$ cat config.mk
export PLATFORM = sky130hd
export DESIGN_NAME = pll_clock_path_config
export DESIGN_NICKNAME = d
export VERILOG_FILES = /design/src/design/pll_cfg_pkg.sv /design/src/design/pfd_core.sv /design/src/design/pll_clock_path_config.sv
export SDC_FILE = /design/constraint.sdc
export NUM_CORES = 1
export LEC_CHECK = 0
export BUFFER_PORTS_ARGS = -buffer_cell sky130_fd_sc_hd__buf_2
export CAP_MARGIN = 10
export CELL_PAD_IN_SITES_DETAIL_PLACEMENT = 1
export CELL_PAD_IN_SITES_GLOBAL_PLACEMENT = 1
export CORE_ASPECT_RATIO = 0.75
export CORE_MARGIN = 5
export CORE_UTILIZATION = 40
export CTS_CLUSTER_DIAMETER = 150
export CTS_CLUSTER_SIZE = 24
export DETAILED_ROUTE_END_ITERATION = 10
export GPL_ROUTABILITY_DRIVEN = 0
export GPL_TIMING_DRIVEN = 0
export PLACE_DENSITY_LB_ADDON = 0.1
export SLEW_MARGIN = 20
export SYNTH_ARGS = -nofsm -noshare
export SYNTH_HDL_FRONTEND = slang
export SYNTH_HIERARCHICAL = 1
export SYNTH_SLANG_ARGS = --single-unit
export TNS_END_PERCENT = 5
$ cat constraint.sdc
create_clock -name SYS_CLK -period 2.9 [get_ports SYS_CLK]
set_input_delay 0.58 -clock SYS_CLK [delete_from_list [all_inputs] [get_ports SYS_CLK]]
set_output_delay 0.58 -clock SYS_CLK [all_outputs]
set_load 0.05 [all_outputs]
$ cat src/design/pll_cfg_pkg.sv
package pll_cfg_pkg;

	localparam int ADDR_W = 10;
	localparam int DATA_W = 8;

	////////////////////////////////////////////////////////////////////////////////
	// Register offsets.
	localparam logic [ADDR_W-1:0] ADDR_PLL_MAIN   = 10'h010;
	localparam logic [ADDR_W-1:0] ADDR_ABL_CTRL   = 10'h017;
	localparam logic [ADDR_W-1:0] ADDR_VCO_CAL    = 10'h018;
	localparam logic [ADDR_W-1:0] ADDR_VDIV_SEL   = 10'h1E0;
	localparam logic [ADDR_W-1:0] ADDR_DIST_SRC   = 10'h1E1;
	localparam logic [ADDR_W-1:0] ADDR_UPDATE     = 10'h232;
	localparam logic [ADDR_W-1:0] ADDR_CP_CURRENT = 10'h0F0;
	localparam logic [ADDR_W-1:0] ADDR_STATUS     = 10'h0F1;

	////////////////////////////////////////////////////////////////////////////////
	// Field values and reset values.
	localparam logic [1:0] PWR_RUN      = 2'h0;
	localparam logic [1:0] PWR_DOWN     = 2'h1;
	localparam logic [2:0] CPM_HIZ      = 3'h0;
	localparam logic [2:0] CPM_UP       = 3'h1;
	localparam logic [2:0] CPM_DOWN     = 3'h2;
	localparam logic [2:0] CPM_NORMAL   = 3'h3;
	localparam logic [7:0] UPDATE_VALUE = 8'h01;
	localparam logic [7:0] RST_MAIN     = 8'h01;
	localparam logic [7:0] RST_ABL      = 8'h00;
	localparam logic [7:0] RST_CAL      = 8'h00;
	localparam logic [7:0] RST_VDIV     = 8'h02;
	localparam logic [7:0] RST_SRC      = 8'h00;
	localparam logic [7:0] RST_ICP      = 8'h07;
	localparam int         MAIN_POL_BIT = 7;
	localparam int         SRC_BYP_BIT  = 0;
	localparam int         SRC_VCO_BIT  = 1;
	localparam int         CAL_BIT      = 0;

	////////////////////////////////////////////////////////////////////////////////
	// Charge pump current, base step and top value in microamps.
	localparam logic [12:0] ICP_STEP_UA = 13'd600;
	localparam logic [12:0] ICP_MAX_UA  = 13'd4800;

	////////////////////////////////////////////////////////////////////////////////
	// Carriers.
	typedef struct packed {
		logic              wr;
		logic              rd;
		logic [ADDR_W-1:0] addr;
		logic [DATA_W-1:0] wdata;
	} bus_req_t;

	typedef struct packed {
		logic [7:0] main;
		logic [7:0] abl;
		logic [7:0] cal;
		logic [7:0] vdiv;
		logic [7:0] src;
		logic [7:0] icp;
	} regs_t;

	typedef struct packed {
		logic        pwrdn;
		logic        src_vco;
		logic        div_bypass;
		logic [2:0]  vco_div_ratio;
		logic        neg_pol;
		logic [1:0]  abl_sel;
		logic [12:0] cp_ua;
		logic        cp_hiz;
		logic        cp_up;
		logic        cp_dn;
		logic        cal_start;
	} path_cfg_t;

	typedef struct packed {
		regs_t      pend;
		regs_t      act;
		logic       upd;
		logic [7:0] rdata;
		logic [2:0] ref_sync;
		logic [2:0] fb_sync;
		path_cfg_t  path;
	} ctl_state_t;

	typedef struct packed {
		logic       up;
		logic       dn;
		logic [2:0] cnt;
	} pfd_state_t;

endpackage

$ cat src/design/pfd_core.sv
`timescale 1ns/1ps
module pfd_core (
	input  wire logic       clk,
	input  wire logic       rst,
	input  wire logic       ref_edge,
	input  wire logic       fb_edge,
	input  wire logic [1:0] abl_sel,
	output logic            pump_up,
	output logic            pump_dn
);
	import pll_cfg_pkg::*;

	pfd_state_t st_r;
	pfd_state_t st_nxt;

	// Antibacklash width in clock cycles for each setting.
	function automatic logic [2:0] abl_cycles(input logic [1:0] sel);
		abl_cycles = {1'b0, sel} + 3'h1;
	endfunction

	////////////////////////////////////////////////////////////////////////////////
	// Reference edge sets up, feedback edge sets down; both set clears after the pulse.
	always_comb begin
		st_nxt = st_r;
		if (st_r.up && st_r.dn) begin
			if (st_r.cnt >= abl_cycles(abl_sel) - 3'h1) begin
				st_nxt.up  = 1'b0;
				st_nxt.dn  = 1'b0;
				st_nxt.cnt = 3'h0;
			end else begin
				st_nxt.cnt = st_r.cnt + 3'h1;
			end
		end else begin
			if (ref_edge) begin
				st_nxt.up = 1'b1;
			end
			if (fb_edge) begin
				st_nxt.dn = 1'b1;
			end
			st_nxt.cnt = 3'h0;
		end
	end

	always_ff @(posedge clk) begin
		if (rst) begin
			st_r <= '0;
		end else begin
			st_r <= st_nxt;
		end
	end

	assign pump_up = st_r.up;
	assign pump_dn = st_r.dn;

	a_abl_release: assert property (@(posedge clk) disable iff (rst)
		(st_r.up && st_r.dn) |-> ##[1:4] !(st_r.up && st_r.dn))
		else $error("Antibacklash pulse did not end in time.");

endmodule

$ cat src/design/pll_clock_path_config.sv
`timescale 1ns/1ps
// Overview of operation
// - Power field 01 powers down, 00 runs.
// - Source bit 0 bypasses the VCO divider.
// - Source bit 1 picks internal VCO, else external.
// - Divider field selects ratio 2 to 6.
// - Calibration bit then update starts calibration.
// - Settings apply only after update value written.
// - Polarity bit: 0 positive, 1 negative.
// - Polarity applies only with an external VCO.
// - Two-bit field sets antibacklash pulse width.
// - Pump mode: high impedance, normal, up, down.
// - Pump current in eight equal steps.
// - Detector compares reference and feedback dividers.
// - Reset: PLL off, divide four, divider used, external.
module pll_clock_path_config (
	input  wire logic                             SYS_CLK,
	input  wire logic                             RST,
	input  wire pll_cfg_pkg::bus_req_t            BUS,
	input  wire logic                             REF_DIV_IN,
	input  wire logic                             FB_DIV_IN,
	output logic [pll_cfg_pkg::DATA_W-1:0]        RDATA,
	output pll_cfg_pkg::path_cfg_t                PATH
);
	import pll_cfg_pkg::*;

	ctl_state_t st_r;
	ctl_state_t st_nxt;
	logic       pfd_up;
	logic       pfd_dn;
	logic       ref_edge;
	logic       fb_edge;

	////////////////////////////////////////////////////////////////////////////////
	// Helpers.
	function automatic logic [2:0] vdiv_ratio(input logic [2:0] code);
		case (code)
			3'h0:    vdiv_ratio = 3'h2;
			3'h1:    vdiv_ratio = 3'h3;
			3'h2:    vdiv_ratio = 3'h4;
			3'h3:    vdiv_ratio = 3'h5;
			default: vdiv_ratio = 3'h6;
		endcase
	endfunction

	function automatic logic [12:0] cp_current(input logic [2:0] code);
		cp_current = (13'(code) + 13'h1) * ICP_STEP_UA;
	endfunction

	function automatic regs_t reg_write(input regs_t r, input bus_req_t b);
		reg_write = r;
		case (b.addr)
			ADDR_PLL_MAIN:   reg_write.main = b.wdata;
			ADDR_ABL_CTRL:   reg_write.abl  = b.wdata;
			ADDR_VCO_CAL:    reg_write.cal  = b.wdata;
			ADDR_VDIV_SEL:   reg_write.vdiv = b.wdata;
			ADDR_DIST_SRC:   reg_write.src  = b.wdata;
			ADDR_CP_CURRENT: reg_write.icp  = b.wdata;
			default:         reg_write = r;
		endcase
	endfunction

	localparam regs_t REGS_RESET = '{main: RST_MAIN, abl: RST_ABL, cal: RST_CAL,
		vdiv: RST_VDIV, src: RST_SRC, icp: RST_ICP};

	assign ref_edge = st_r.ref_sync[1] && !st_r.ref_sync[2];
	assign fb_edge  = st_r.fb_sync[1] && !st_r.fb_sync[2];

	////////////////////////////////////////////////////////////////////////////////
	// Phase detector.
	pfd_core u_pfd (
		.clk      (SYS_CLK),
		.rst      (RST),
		.ref_edge (ref_edge),
		.fb_edge  (fb_edge),
		.abl_sel  (st_r.act.abl[1:0]),
		.pump_up  (pfd_up),
		.pump_dn  (pfd_dn)
	);

	////////////////////////////////////////////////////////////////////////////////
	// Next state.
	always_comb begin
		st_nxt = st_r;
		st_nxt.ref_sync = {st_r.ref_sync[1:0], REF_DIV_IN};
		st_nxt.fb_sync  = {st_r.fb_sync[1:0], FB_DIV_IN};

		// Written values land in the pending copy only.
		if (BUS.wr) begin
			st_nxt.pend = reg_write(st_r.pend, BUS);
		end

		// Transfer of pending settings; the strobe bit clears on the same edge.
		if (st_r.upd) begin
			st_nxt.act = st_r.pend;
			st_nxt.upd = 1'b0;
		end
		if (BUS.wr && BUS.addr == ADDR_UPDATE && BUS.wdata == UPDATE_VALUE) begin
			st_nxt.upd = 1'b1;
		end

		// Calibration starts on a new zero to one of the active bit.
		st_nxt.path.cal_start = st_r.upd && st_r.pend.cal[CAL_BIT]
			&& !st_r.act.cal[CAL_BIT];

		// Clock path controls from the active copy.
		st_nxt.path.pwrdn         = (st_r.act.main[1:0] != PWR_RUN);
		st_nxt.path.div_bypass    = st_r.act.src[SRC_BYP_BIT];
		st_nxt.path.src_vco       = st_r.act.src[SRC_VCO_BIT];
		st_nxt.path.vco_div_ratio = vdiv_ratio(st_r.act.vdiv[2:0]);
		st_nxt.path.neg_pol       = st_r.act.main[MAIN_POL_BIT]
			&& !st_r.act.src[SRC_VCO_BIT];
		st_nxt.path.abl_sel       = st_r.act.abl[1:0];
		st_nxt.path.cp_ua         = cp_current(st_r.act.icp[2:0]);

		// Charge pump drive.
		st_nxt.path.cp_hiz = 1'b1;
		st_nxt.path.cp_up  = 1'b0;
		st_nxt.path.cp_dn  = 1'b0;
		if (st_r.act.main[1:0] == PWR_RUN) begin
			case (st_r.act.main[6:4])
				CPM_UP: begin
					st_nxt.path.cp_hiz = 1'b0;
					st_nxt.path.cp_up  = 1'b1;
				end
				CPM_DOWN: begin
					st_nxt.path.cp_hiz = 1'b0;
					st_nxt.path.cp_dn  = 1'b1;
				end
				CPM_NORMAL: begin
					st_nxt.path.cp_hiz = 1'b0;
					st_nxt.path.cp_up  = st_nxt.path.neg_pol ? pfd_dn : pfd_up;
					st_nxt.path.cp_dn  = st_nxt.path.neg_pol ? pfd_up : pfd_dn;
				end
				default: begin
					st_nxt.path.cp_hiz = 1'b1;
				end
			endcase
		end

		// Register read, data in the following cycle.
		st_nxt.rdata = 8'h00;
		if (BUS.rd) begin
			case (BUS.addr)
				ADDR_PLL_MAIN:   st_nxt.rdata = st_r.pend.main;
				ADDR_ABL_CTRL:   st_nxt.rdata = st_r.pend.abl;
				ADDR_VCO_CAL:    st_nxt.rdata = st_r.pend.cal;
				ADDR_VDIV_SEL:   st_nxt.rdata = st_r.pend.vdiv;
				ADDR_DIST_SRC:   st_nxt.rdata = st_r.pend.src;
				ADDR_CP_CURRENT: st_nxt.rdata = st_r.pend.icp;
				ADDR_UPDATE:     st_nxt.rdata = {7'h00, st_r.upd};
				ADDR_STATUS:     st_nxt.rdata = {3'h0, st_r.path.pwrdn, st_r.path.cp_hiz,
					st_r.path.cp_dn, st_r.path.cp_up, st_r.act.cal[CAL_BIT]};
				default:         st_nxt.rdata = 8'h00;
			endcase
		end
	end

	////////////////////////////////////////////////////////////////////////////////
	// State register.
	always_ff @(posedge SYS_CLK) begin
		if (RST) begin
			st_r            <= '0;
			st_r.pend       <= REGS_RESET;
			st_r.act        <= REGS_RESET;
			st_r.path.pwrdn <= 1'b1;
			st_r.path.vco_div_ratio <= vdiv_ratio(RST_VDIV[2:0]);
			st_r.path.cp_ua  <= ICP_MAX_UA;
			st_r.path.cp_hiz <= 1'b1;
		end else begin
			st_r <= st_nxt;
		end
	end

	assign RDATA = st_r.rdata;
	assign PATH  = st_r.path;

	////////////////////////////////////////////////////////////////////////////////
	// Checks.
	a_update_apply: assert property (@(posedge SYS_CLK) disable iff (RST)
		st_r.upd |=> (st_r.act == $past(st_r.pend)))
		else $error("Pending settings were not transferred on update.");

	a_no_early_apply: assert property (@(posedge SYS_CLK) disable iff (RST)
		!st_r.upd |=> (st_r.act == $past(st_r.act)))
		else $error("Active settings changed without an update.");

	a_update_selfclr: assert property (@(posedge SYS_CLK) disable iff (RST)
		(BUS.wr && BUS.addr == ADDR_UPDATE && BUS.wdata == UPDATE_VALUE) ##1
		!(BUS.wr && BUS.addr == ADDR_UPDATE) |=> !st_r.upd)
		else $error("Update bit did not clear after the transfer.");

	a_cal_start_edge: assert property (@(posedge SYS_CLK) disable iff (RST)
		st_r.path.cal_start |-> (st_r.act.cal[CAL_BIT] && !$past(st_r.act.cal[CAL_BIT])))
		else $error("Calibration started without a new zero to one.");

	a_pwr_gate_pump: assert property (@(posedge SYS_CLK) disable iff (RST)
		$past(st_r.act.main[1:0] == PWR_DOWN) |-> (st_r.path.pwrdn && st_r.path.cp_hiz
		&& !st_r.path.cp_up && !st_r.path.cp_dn))
		else $error("Charge pump active while powered down.");

	a_pol_fixed_vco: assert property (@(posedge SYS_CLK) disable iff (RST)
		st_r.path.src_vco |-> !st_r.path.neg_pol)
		else $error("Polarity inverted with internal VCO.");

	a_div_ratio_map: assert property (@(posedge SYS_CLK) disable iff (RST)
		$past(st_r.act.vdiv[2:0]) == 3'h2 |-> st_r.path.vco_div_ratio == 3'h4)
		else $error("Divider code two does not give divide by four.");

	a_cp_current_step: assert property (@(posedge SYS_CLK) disable iff (RST)
		st_r.path.cp_ua == (13'($past(st_r.act.icp[2:0])) + 13'h1) * ICP_STEP_UA)
		else $error("Charge pump current step is wrong.");

	a_pump_test_up: assert property (@(posedge SYS_CLK) disable iff (RST)
		$past(st_r.act.main[6:4] == CPM_UP && st_r.act.main[1:0] == PWR_RUN)
		|-> (st_r.path.cp_up && !st_r.path.cp_dn && !st_r.path.cp_hiz))
		else $error("Constant pump up mode not driven.");

	a_src_bypass: assert property (@(posedge SYS_CLK) disable iff (RST)
		st_r.path.div_bypass == $past(st_r.act.src[SRC_BYP_BIT])
		&& st_r.path.src_vco == $past(st_r.act.src[SRC_VCO_BIT]))
		else $error("Source or bypass selection does not follow active copy.");

	a_reset_default: assert property (@(posedge SYS_CLK)
		$past(RST) |-> (st_r.act.main[1:0] == PWR_DOWN && st_r.act.vdiv[2:0] == 3'h2
		&& st_r.act.src[1:0] == 2'h0))
		else $error("Reset defaults wrong.");

	a_read_pending: assert property (@(posedge SYS_CLK) disable iff (RST)
		(BUS.rd && BUS.addr == ADDR_DIST_SRC) |=> st_r.rdata == $past(st_r.pend.src))
		else $error("Read does not return the pending copy.");

	a_main_write: assert property (@(posedge SYS_CLK) disable iff (RST)
		(BUS.wr && BUS.addr == ADDR_PLL_MAIN) |=> st_r.pend.main == $past(BUS.wdata))
		else $error("Write did not land in the pending copy.");

	a_upd_set: assert property (@(posedge SYS_CLK) disable iff (RST)
		(BUS.wr && BUS.addr == ADDR_UPDATE && BUS.wdata == UPDATE_VALUE) |=> st_r.upd)
		else $error("Update write did not set the strobe bit.");

	a_upd_refused: assert property (@(posedge SYS_CLK) disable iff (RST)
		(BUS.wr && BUS.addr == ADDR_UPDATE && BUS.wdata != UPDATE_VALUE && !st_r.upd)
		|=> !st_r.upd)
		else $error("Update accepted with a wrong value.");

	a_upd_clear: assert property (@(posedge SYS_CLK) disable iff (RST)
		(st_r.upd && !(BUS.wr && BUS.addr == ADDR_UPDATE && BUS.wdata == UPDATE_VALUE))
		|=> !st_r.upd)
		else $error("Update bit stayed set after the transfer.");

	a_update_read: assert property (@(posedge SYS_CLK) disable iff (RST)
		(BUS.rd && BUS.addr == ADDR_UPDATE) |=> st_r.rdata == {7'h00, $past(st_r.upd)})
		else $error("Update register read back wrong.");

	a_cal_one_cycle: assert property (@(posedge SYS_CLK) disable iff (RST)
		st_r.path.cal_start |=> !st_r.path.cal_start)
		else $error("Calibration start longer than one cycle.");

	a_cal_needs_upd: assert property (@(posedge SYS_CLK) disable iff (RST)
		!st_r.upd |=> !st_r.path.cal_start)
		else $error("Calibration started without an update.");

	a_run_power: assert property (@(posedge SYS_CLK) disable iff (RST)
		$past(st_r.act.main[1:0] == PWR_RUN) |-> !st_r.path.pwrdn)
		else $error("PLL stays down with the run code.");

	a_div_ratio_top: assert property (@(posedge SYS_CLK) disable iff (RST)
		$past(st_r.act.vdiv[2:0]) >= 3'h4 |-> st_r.path.vco_div_ratio == 3'h6)
		else $error("Upper divider codes do not give divide by six.");

	a_abl_follow: assert property (@(posedge SYS_CLK) disable iff (RST)
		st_r.path.abl_sel == $past(st_r.act.abl[1:0]))
		else $error("Antibacklash setting does not follow active copy.");

	a_pol_ext: assert property (@(posedge SYS_CLK) disable iff (RST)
		$past(st_r.act.main[MAIN_POL_BIT] && !st_r.act.src[SRC_VCO_BIT]) |-> st_r.path.neg_pol)
		else $error("Negative polarity not applied with external source.");

	a_pump_test_dn: assert property (@(posedge SYS_CLK) disable iff (RST)
		$past(st_r.act.main[6:4] == CPM_DOWN && st_r.act.main[1:0] == PWR_RUN)
		|-> (st_r.path.cp_dn && !st_r.path.cp_up && !st_r.path.cp_hiz))
		else $error("Constant pump down mode not driven.");

	a_pump_hiz_mode: assert property (@(posedge SYS_CLK) disable iff (RST)
		$past(st_r.act.main[6:4] == CPM_HIZ)
		|-> (st_r.path.cp_hiz && !st_r.path.cp_up && !st_r.path.cp_dn))
		else $error("Pump not at high impedance in holdover mode.");

	a_pump_normal: assert property (@(posedge SYS_CLK) disable iff (RST)
		$past(st_r.act.main[6:4] == CPM_NORMAL && st_r.act.main[1:0] == PWR_RUN)
		|-> (st_r.path.cp_up == (st_r.path.neg_pol ? $past(pfd_dn) : $past(pfd_up))))
		else $error("Pump does not follow the detector in normal mode.");

	c_cal_start: cover property (@(posedge SYS_CLK) disable iff (RST) st_r.path.cal_start);
	c_pump_dn: cover property (@(posedge SYS_CLK) disable iff (RST) st_r.path.cp_dn);
	c_neg_pol: cover property (@(posedge SYS_CLK) disable iff (RST) st_r.path.neg_pol);
	c_update: cover property (@(posedge SYS_CLK) disable iff (RST) st_r.upd ##1 !st_r.upd);
	c_normal_pump: cover property (@(posedge SYS_CLK) disable iff (RST)
		st_r.path.cp_up ##[1:20] st_r.path.cp_dn);

endmodule

==> metrics.md, run 1 <==
| Metric | Value |
|---|---|
| Outcome | `completed` |
| Register area share after synthesis | `a little under half` |
| Worst vdd ir | `approximately 0.00026 V` |
| Largest net degree at the start of global routing | `18` |
| Initial Util | `41.0%` |
| Reg2reg start | `st_r[41]` |
| Top routing layer used | `met4` |
| Post-layout nets | `638` |
| Clock skew | `0.00548 ns` |
| Worst setup EP type | `register` |
| Power share of the combinational group | `4.6%` |
| PnR worst setup slack | `between 0.15 and 0.2 ns` |
| CTS Buffer Depth | `2` |
| Post-Synthesis Cells | `530` |
| Worst Path Max Fanout | `4` |
| Startpoint Class | `register` |
| Post-route ant nets | `0` |
| Met2 wire length | `6330 um` |
| Max Slew Vio Count | `0` |
| P&R area growth vs syn | `17.9%` |
| Final Hold Vio Count | `0` |
| Final Instance Count excl. Fillers | `764` |
| Grt ovf | `0` |
| Arrival time at the worst endpoint | `2.95 ns` |
| Core area | `11600 um2` |
| Vias in the first global route | `4196` |
| Pre-CTS setup slack | `-0.254 ns` |
| Chip Width | `136 um` |
| Met3 wire length | `963 um` |
| Hold Buf Count CTS | `0` |
| Die ar. | `around 14000 um2` |
| Crit Path Category | `reg -> reg` |
| Int Power | `2.27 mW` |
| Vias | `4076` |
| Least-Margin Pin Slew | `0.772 ns` |
| 1st-iter DRT viols | `approximately 270` |
| Met1 wire length | `6770 um` |
| Period utilisation layout | `94.4%` |
| Minimum clock period | `2.74 ns` |
| Inserted Diodes | `0` |
| WP data required | `3.11 ns` |
| Port buffer count | `52` |
| Min-Delay Endpoint | `st_nxt[28]` |
| Cells taking the most area after synthesis | `dfxtp_1 (45%), nand2_1 (5.9%), buf_4 (5.5%), mux2i_1 (5.5%), a21oi_1 (5.0%)` |
| # setup viols final | `0` |
| CTS tree | `built` |
| Unrepaired setup endpoints after global routing | `false` |
| Flop pwr share | `50.9%` |
| Root Driver | `clkbuf_16` |
| H-tree levels | `3` |
| Crit Reg-Reg Endpoint | `PATH[16]` |
| Max_cap viols | `0` |
| DR DRC count | `0` |
| CTS buffer count | `9` |
| Pre-Repair DR Iteration Count | `5` |
| Cell accounting for the most synthesized area | `dfxtp_1` |
| Slew Limit Headroom | `48.4%` |
| Ys async rst share | `0%` |
| Yosys cell types | `51` |
| Count leader, synth | `dfxtp_1` |
| Power density over the cells | `between 500 and 600 nW/um2` |
| Synth Warn # | `6` |
| Worst Setup SP | `st_r[41]` |
| Post-synth top cells | `dfxtp_1 (108), nand2_1 (75), a21oi_1 (48), nand3_1 (37), nor2_1 (37)` |
| Routed WL per cell | `18.6 um` |
| Global-route wire length before repair | `22500 um` |
| Via-to-Cell Ratio | `approximately 5.3` |
| WHS Path Cells | `1` |
| Reg2reg setup slack | `0.16 ns` |
| Clock slew at reported path FFs | `0.07 ns` |
| Post-synth EDFFs | `0` |
| Min-delay worst type | `reg -> reg` |
| Clk pwr share | `44.5%` |
| HPWL after detailed placement | `~11000 um` |
| Rows | `34` |
| Cell area after synthesis | `4760 um2` |
| Area post-placement | `5240 um2` |
| R2R depth | `11` |
| Main synth FF type | `dfxtp_1` |
| Switching part of the total | `22.2%` |
| Syn_area_per_cell | `8.99 um2` |
| Top cell type's share of synthesized area | `a little under half` |
| Leakage | `2.23 nW` |
| Final Total Pwr | `approximately 2.9 mW` |
| IO Count | `58` |
| Die Y | `105 um` |
| F_max | `roughly 0.37 GHz` |
| Placed cells | `between 700 and 800` |
| Total Routing Usage GR | `20.3%` |
| Initial antenna violation count | `0` |
| Yosys reg bits | `108` |
| Final Instance Area | `5620 um2` |
| Share of layout cells above drive strength 1 | `between 20% and 30%` |
| Sink Count | `108` |
| Worst skew pair latency | `0.34 ns` |
| Psw | `0.651 mW` |
| Worst Hold Launch | `st_nxt[27]` |
| Post-Route WL | `14200 um` |
## placed cells by master, fill, tap and decap left out, types with 5 or more instances in the layout
cell,synthesis,layout
a221oi_1,5,5
a22oi_1,12,12
clkbuf_16,0,9
inv_1,12,10
nand3_1,37,37
xnor2_1,6,6
buf_2,9,61
nor2b_1,15,15
a22o_1,5,5
nor2_1,37,36
and2_1,5,5
clkbuf_1,17,17
mux2i_1,26,26
ha_1,15,12
a21oi_1,48,47
buf_4,35,38
nor4_1,5,5
dfxtp_1,108,105
nand2_1,75,75
## repair_timing
item,4_1_cts,5_1_grt
setup buffers,1,2
gates resized for setup,4,10
cloned,0,0
hold endpoints to repair,0,0
endpoints found under the setup margin,4,3
## stage by stage
step	hold slack [ns]	TNS (ns)	util, %
floorplan	0.414	0	-
global placement	0.417	-0.294	45.1
detailed placement	0.434	-0.563	45.1
CTS	0.452	0	48.0
global route	0.460	0	48.4
finish	0.448	0	48.4
## state kept, by name, summed over array words and instances, names as in the netlist
register,count
st_r,64
PATH,23
RDATA,8
st_nxt,8
u_pfd/st_r,3
u_pfd/pump_dn,1
u_pfd/pump_up,1
## metal layers
| layer | GRT usage, % | vias to the layer above |
|---|---|---|
| met5 | 0 | - |
| met4 | 4.82 | 0 |
| met3 | 4.64 | 16 |
| met2 | 30.8 | 135 |
| met1 | 29.2 | 1989 |
| li1 | - | 1936 |
## power groups by stage
stage	clock network, mW	logic [mW]	registers (mW)
after detailed placement	0	0.131	1.52
after global routing	1.39	0.141	1.49
final	1.30	0.133	1.49
after CTS	1.34	0.131	1.49
after floorplan	0	0.0643	1.52
after global placement	0	0.129	1.52
## worst max path at each step
stage / slack [ns] / endpoint / depth (start not counted)
floorplan: 0.20 / PATH[15] / 12
global placement: -0.12 / PATH[15] / 12
detailed placement: -0.25 / PATH[15] / 12
CTS: 0.002 / PATH[15] / 12
global route: 0.007 / PATH[16] / 11
finish: 0.16 / PATH[16] / 11
## final cells by class
type                            instances  area (um2)
Clock buffer                            9         225
Inverter                               12        45.0
Fill cell                            1360        5990
Buffer                                 62         375
Timing Repair Buffer                   55         283
Sequential cell                       108        2170
Clock inverter                          6        88.8
Multi-Input combinational cell        350        2230
Tap cell                              162         203
## critical path, stage by stage, from the launching register on
cell,delay [ns]
dfxtp_4,0.38
inv_2,0.08
ha_4,0.30
inv_2,0.06
ha_1,0.29
ha_1,0.30
ha_1,0.34
and4b_1,0.21
o21ai_1,0.25
a21oi_1,0.16
xnor2_1,0.17
nand2_1,0.06
## cells by family after synthesis
logic type	Yosys count	share of synthesized area [%]
AOI/OAI and AO/OA	89	12.1
xor gates and xnor gates	8	1.47
adders and majority gates	16	4.36
buffers and inverters	74	8.82
DFF	108	45.4
muxes	29	6.17
other	1	0.0787
and+or+nand+nor	205	21.6
No activity file was read; power rests on OpenSTA's default activity.
==> run 2, diff against run 1 <==
- HOLD_SLACK_MARGIN: not set -> 0.02
- PLACE_DENSITY: not set -> 0.74
- PLACE_DENSITY_LB_ADDON: 0.1 -> not set
==> metrics.md, run 2 (same netlist as run 1, synthesis figures left out) <==
| Metric | Value |
|---|---|
| Outcome | `completed` |
| CTS buffer count | `9` |
| Startpoint Class | `register` |
| Post-route ant nets | `0` |
| Slew Limit Headroom | `44.1%` |
| CTS tree | `built` |
| Core Util, Final | `48.2%` |
| Max Slew Vio Count | `0` |
| Min-delay worst type | `in -> reg` |
| Port buffer count | `52` |
| Power density over the cells | `506 nW/um2` |
| # fillers | `1382` |
| Largest net degree at the start of global routing | `19` |
| Initial antenna violation count | `0` |
| Grt ovf | `0` |
| H-tree levels | `3` |
| Commonest non-fill, non-tap cell in the layout | `dfxtp_1` |
| Crit Path Category | `reg -> reg` |
| Inserted Diodes | `0` |
| Routed WL per cell | `18.8 um` |
| DR DRC count | `0` |
| Max_cap viols | `0` |
| Placed cells | `746` |
| WP data required | `3.18 ns` |
| HPWL after detailed placement | `10600 um` |
| Via-to-Cell Ratio | `roughly 5.3` |
| Leakage | `2.22 nW` |
| Worst Path Max Fanout | `4` |
| Worst vdd ir | `0.000325 V` |
| Critical path's slowest cell | `fa_1` |
| Crit-path leading delay family | `adder cells` |
| Total Routing Usage GR | `between 20% and 30%` |
| Clock slew at reported path FFs | `roughly 0.07 ns` |
| # setup viols final | `0` |
| Vias | `a little over 4000` |
| Vias in the first global route | `4129` |
| Critical path buffers and inverters | `4` |
| Arrival time at the worst endpoint | `between 3 and 4 ns` |
| Die ar. | `14200 um2` |
| IO Count | `58` |
| CTS Buffer Depth | `2` |
| Root Driver | `clkbuf_16` |
| Worst-path cell chain | `clkinvlp_4 -> ha_4 -> inv_2 -> ha_1 -> inv_1 -> fa_1 -> inv_1 -> ha_1 -> a21o_1 -> a21o_1 -> a21oi_1 -> o21ai_0 -> a21oi_1` |
| Post-layout nets | `640` |
| Pre-Repair DR Iteration Count | `4` |
| Worst setup EP type | `register` |
| Chip Width | `approximately 140 um` |
| Clock skew | `~0.0083 ns` |
| Sink Count | `about 110` |
| Hold Buf Count CTS | `0` |
| Period utilisation layout | `97.5%` |
| Share of layout cells above drive strength 1 | `22.3%` |
| CP max stage delay | `0.50 ns` |
| Minimum clock period | `2.83 ns` |
| Final Hold Vio Count | `0` |
| Max reg flops | `64` |
| Rows | `34` |
| P&R area growth vs syn | `17.6%` |
| Post-Route WL | `14400 um` |
| 1st-iter DRT viols | `~300` |
| Global-route wire length before repair | `22400 um` |
| F_max | `~0.35 GHz` |
| Initial Util | `a little over 40%` |
| Final Instance Count excl. Fillers | `between 700 and 800` |
| Least-Margin Pin Slew | `0.838 ns` |
| Core area | `~12000 um2` |
| Commonest cells after routing, fill and taps aside | `dfxtp_1 (106), nand2_1 (75), buf_2 (61)` |
| Worst skew pair latency | `between 0.3 and 0.4 ns` |
| Largest reg by FF count | `st_r` |
| Die Y | `105 um` |
[run 2: cell types whose count changed in the layout (fill, tap and decap cells not counted), sizes merged]
cell      change
buf           +2
bufinv        -2
clkbuf        +2
clkinvlp      +2
clkinv        -1
[run 2: worst register-to-register path: cells and delay by family (launching register included)]
family	cells	cell delay (ns)
adders and majority gates	4	1.15
DFF	1	0.38
buffers and inverters	4	0.35
AOI/OAI and AO/OA	5	0.86
[run 2: repair_timing]
action                                  4_1_cts  5_1_grt
endpoints found under the setup margin        4        4
setup buffers                                 0        5
resized for setup                             4        7
[run 2: layout make-up]
class	instances	area [um2]	share of cell area [%]
multi-input combinational	350	2210	39.5
inverter	12	48.8	0.871
buffer	62	375	6.70
timing repair buffer	57	298	5.31
sequential	108	2170	38.7
clock inverter	5	43.8	0.782
tap	162	203	3.62
clock buffer	11	253	4.51
[run 2: stage by stage]
stage               worst slack (ns)  cell area (um2)  hold WS [ns]  setup TNS (ns)  total power [mW]
finish                        0.0732             5600         0.437               0              2.83
global route                 -0.0830             5600         0.449         -0.0877              2.93
CTS                           0.0203             5540         0.428               0              2.86
detailed placement            -0.189             5240         0.449          -0.524              1.66
global placement             -0.0939             5240         0.426          -0.246              1.65
floorplan                      0.202             4770         0.414               0              1.59
[run 2: worst paths after layout]
| path | startpoint | endpoint | slack, ns | cells after the start |
|---|---|---|---|---|
| setup / recovery | st_r[41] | PATH[15] | 0.07 | 13 |
| hold / removal | FB_DIV_IN | st_nxt[27] | 0.44 | 2 |
| setup reg to reg | st_r[41] | PATH[15] | 0.07 | 13 |
| hold reg to reg | st_nxt[27] | st_nxt[28] | 0.45 | 1 |
[run 2: layer usage]
layer	share of wire (%)	up-vias	GRT usage, %
met5	0	-	0
met2	44	124	31.2
met1	47	2001	28.4
met3	7.0	16	5.17
li1	-	1946	-
met4	1.4	0	6.12
[run 2: power breakdown]
group          switching, mW  internal [mW]
Combinational         0.0993         0.0334
Sequential           0.00352           1.49
Clock                  0.570          0.641
Total                  0.673           2.16
==> run 3, diff against run 2 <==
- CORE_UTILIZATION: 40 -> 46
- PLACE_DENSITY: 0.74 -> 0.8
- clock period: 2.9 -> 3.3 ns (I/O delays scaled with it)
==> metrics.md, run 3 (same netlist as run 1, synthesis figures left out) <==
| Metric | Value |
|---|---|
| Commonest non-fill, non-tap cell in the layout | `dfxtp_1` |
| Critical path buffers and inverters | `4` |
| CTS buffer count | `9` |
| Initial antenna violation count | `0` |
| Largest reg by FF count | `st_r` |
| Worst skew pair latency | `0.35 ns` |
| Die ar. | `12500 um2` |
| Power density over the cells | `448 nW/um2` |
| Minimum clock period | `3.02 ns` |
| Die Y | `around 98 um` |
| Unrepaired setup endpoints after global routing | `false` |
| Met2 wire length | `6510 um` |
| Pre-CTS setup slack | `0.185 ns` |
| 1st-iter DRT viols | `368` |
| Sink Count | `108` |
| Vias in the first global route | `between 4000 and 5000` |
| Arrival time at the worst endpoint | `roughly 3.2 ns` |
| Root Driver | `clkbuf_16` |
| Routed WL per cell | `19.6 um` |
| Initial Util | `46.7%` |
| PnR worst setup slack | `0.284 ns` |
| F_max | `0.332 GHz` |
| CTS tree | `built` |
| Max reg flops | `64` |
| Reg2reg setup slack | `0.28 ns` |
| Startpoint Class | `register` |
| Period utilisation layout | `91.4%` |
| Worst Path Max Fanout | `6` |
| Post-layout nets | `635` |
| Leakage | `2.21 nW` |
| Met3 wire length | `1160 um` |
| Worst-path cell chain | `inv_1 -> ha_1 -> inv_1 -> ha_1 -> inv_1 -> fa_1 -> inv_1 -> ha_1 -> a21o_1 -> a21o_1 -> a21oi_1 -> or3_1 -> a21oi_1` |
| # fillers | `roughly 1200` |
| Share of layout cells above drive strength 1 | `20.3%` |
| Hold Buf Count CTS | `0` |
| Pre-Repair DR Iteration Count | `4` |
| Final Instance Area | `5490 um2` |
| Max_cap viols | `0` |
| Critical Path Most Common Cell | `inv_1` |
| WP data required | `roughly 3.5 ns` |
| Worst setup EP type | `register` |
| Max Slew Vio Count | `0` |
| Core Util, Final | `53.8%` |
| Outcome | `completed` |
| Total Routing Usage GR | `23.4%` |
| CP max stage delay | `~0.5 ns` |
| Port buffer count | `52` |
| Total negative slack | `0 ns` |
| Placed cells | `just over 700` |
| Area occupied by multi-input gates | `2200 um2` |
| Via-to-Cell Ratio | `5.63` |
| # setup viols final | `0` |
| Slew Limit Headroom | `45.4%` |
| DR DRC count | `0` |
| Crit Path Category | `reg -> reg` |
| CTS Buffer Depth | `2` |
| Commonest cells after routing, fill and taps aside | `dfxtp_1 (107), nand2_1 (75), buf_2 (61)` |
| Top routing layer used | `met4` |
| Area post-placement | `around 5200 um2` |
| Inserted Diodes | `0` |
| P&R area growth vs syn | `15.2%` |
| HPWL after detailed placement | `10600 um` |
| Worst vdd ir | `0.000371 V` |
| Min-delay worst type | `reg -> reg` |
| IO Count | `58` |
| Met1 wire length | `6510 um` |
| Chip Width | `roughly 130 um` |
| Post-route ant nets | `0` |
| Post-Route WL | `about 14000 um` |
| Largest net degree at the start of global routing | `18` |
| Rows | `32` |
| Crit-path leading delay family | `adder cells` |
| Global-route wire length before repair | `23000 um` |
| Clock slew at reported path FFs | `~0.07 ns` |
| Sequential Area | `2160 um2` |
| Core area | `10200 um2` |
| Vias | `a little over 4000` |
| H-tree levels | `3` |
| Least-Margin Pin Slew | `between 0.8 and 0.9 ns` |
| Final Instance Count excl. Fillers | `736` |
| Clock skew | `0.00695 ns` |
| Final Hold Vio Count | `0` |
| Critical path's slowest cell | `fa_1` |
| Grt ovf | `0` |
## run 3: changes by cell type in the layout (fill, tap and decap cells not counted), moves of 2 or more
cell / change
clkinvlp_4: -3
buf_4: -5
clkbuf_1: +2
inv_1: +2
ha_1: +2
## run 3: path summary, 6_finish.rpt
kind	from	endpoint	cells past startpoint
setup / recovery	st_r[41]	PATH[15]	13
hold / removal	st_nxt[27]	st_nxt[28]	1
setup reg to reg	st_r[41]	PATH[15]	13
hold reg to reg	st_nxt[27]	st_nxt[28]	1
## run 3: metal layers
metal | up-vias | GRT usage (%)
li1 | 1934 | -
met3 | 27 | 5.96
met4 | 0 | 7.17
met2 | 169 | 36.0
met5 | - | 0
met1 | 2017 | 32.5
## run 3: final cells by class
class | count | share of cell area (%)
plain buffers | 62 | 6.84
clock buffers | 12 | 4.49
clock inverters | 4 | 0.570
inverters | 12 | 0.821
multi-input cells | 350 | 40.0
flip-flops and latches | 108 | 39.4
well taps | 136 | 3.10
repair buffers | 52 | 4.74
## run 3: worst reg2reg max path: stages, from the launching register on
cell and delay, ns:
dfxtp_2 0.42, inv_1 0.12, ha_1 0.38, inv_1 0.17
ha_1 0.17, inv_1 0.05, fa_1 0.51, inv_1 0.06
ha_1 0.22, a21o_1 0.18, a21o_1 0.21, a21oi_1 0.19
or3_1 0.13, a21oi_1 0.06
## run 3: what timing repair did
| action | in CTS | in global routing |
|---|---|---|
| gates resized for setup | 0 | 2 |
| endpoints found under the setup margin | 0 | 2 |
| buffers inserted | 0 | 0 |
## run 3: where the power goes
group	switching, mW	total, mW	internal [mW]	leakage [nW]
Clock	0.491	1.03	0.540	0.138
Combinational	0.0881	0.118	0.0294	1.20
Sequential	0.00302	1.31	1.31	0.871
Total	0.582	2.46	1.88	2.21
## run 3: stage by stage
stage	power [mW]	hold slack (ns)
floorplan	1.40	0.414
CTS	2.46	0.458
detailed placement	1.45	0.439
global route	2.53	0.465
global placement	1.45	0.432
finish	2.46	0.453
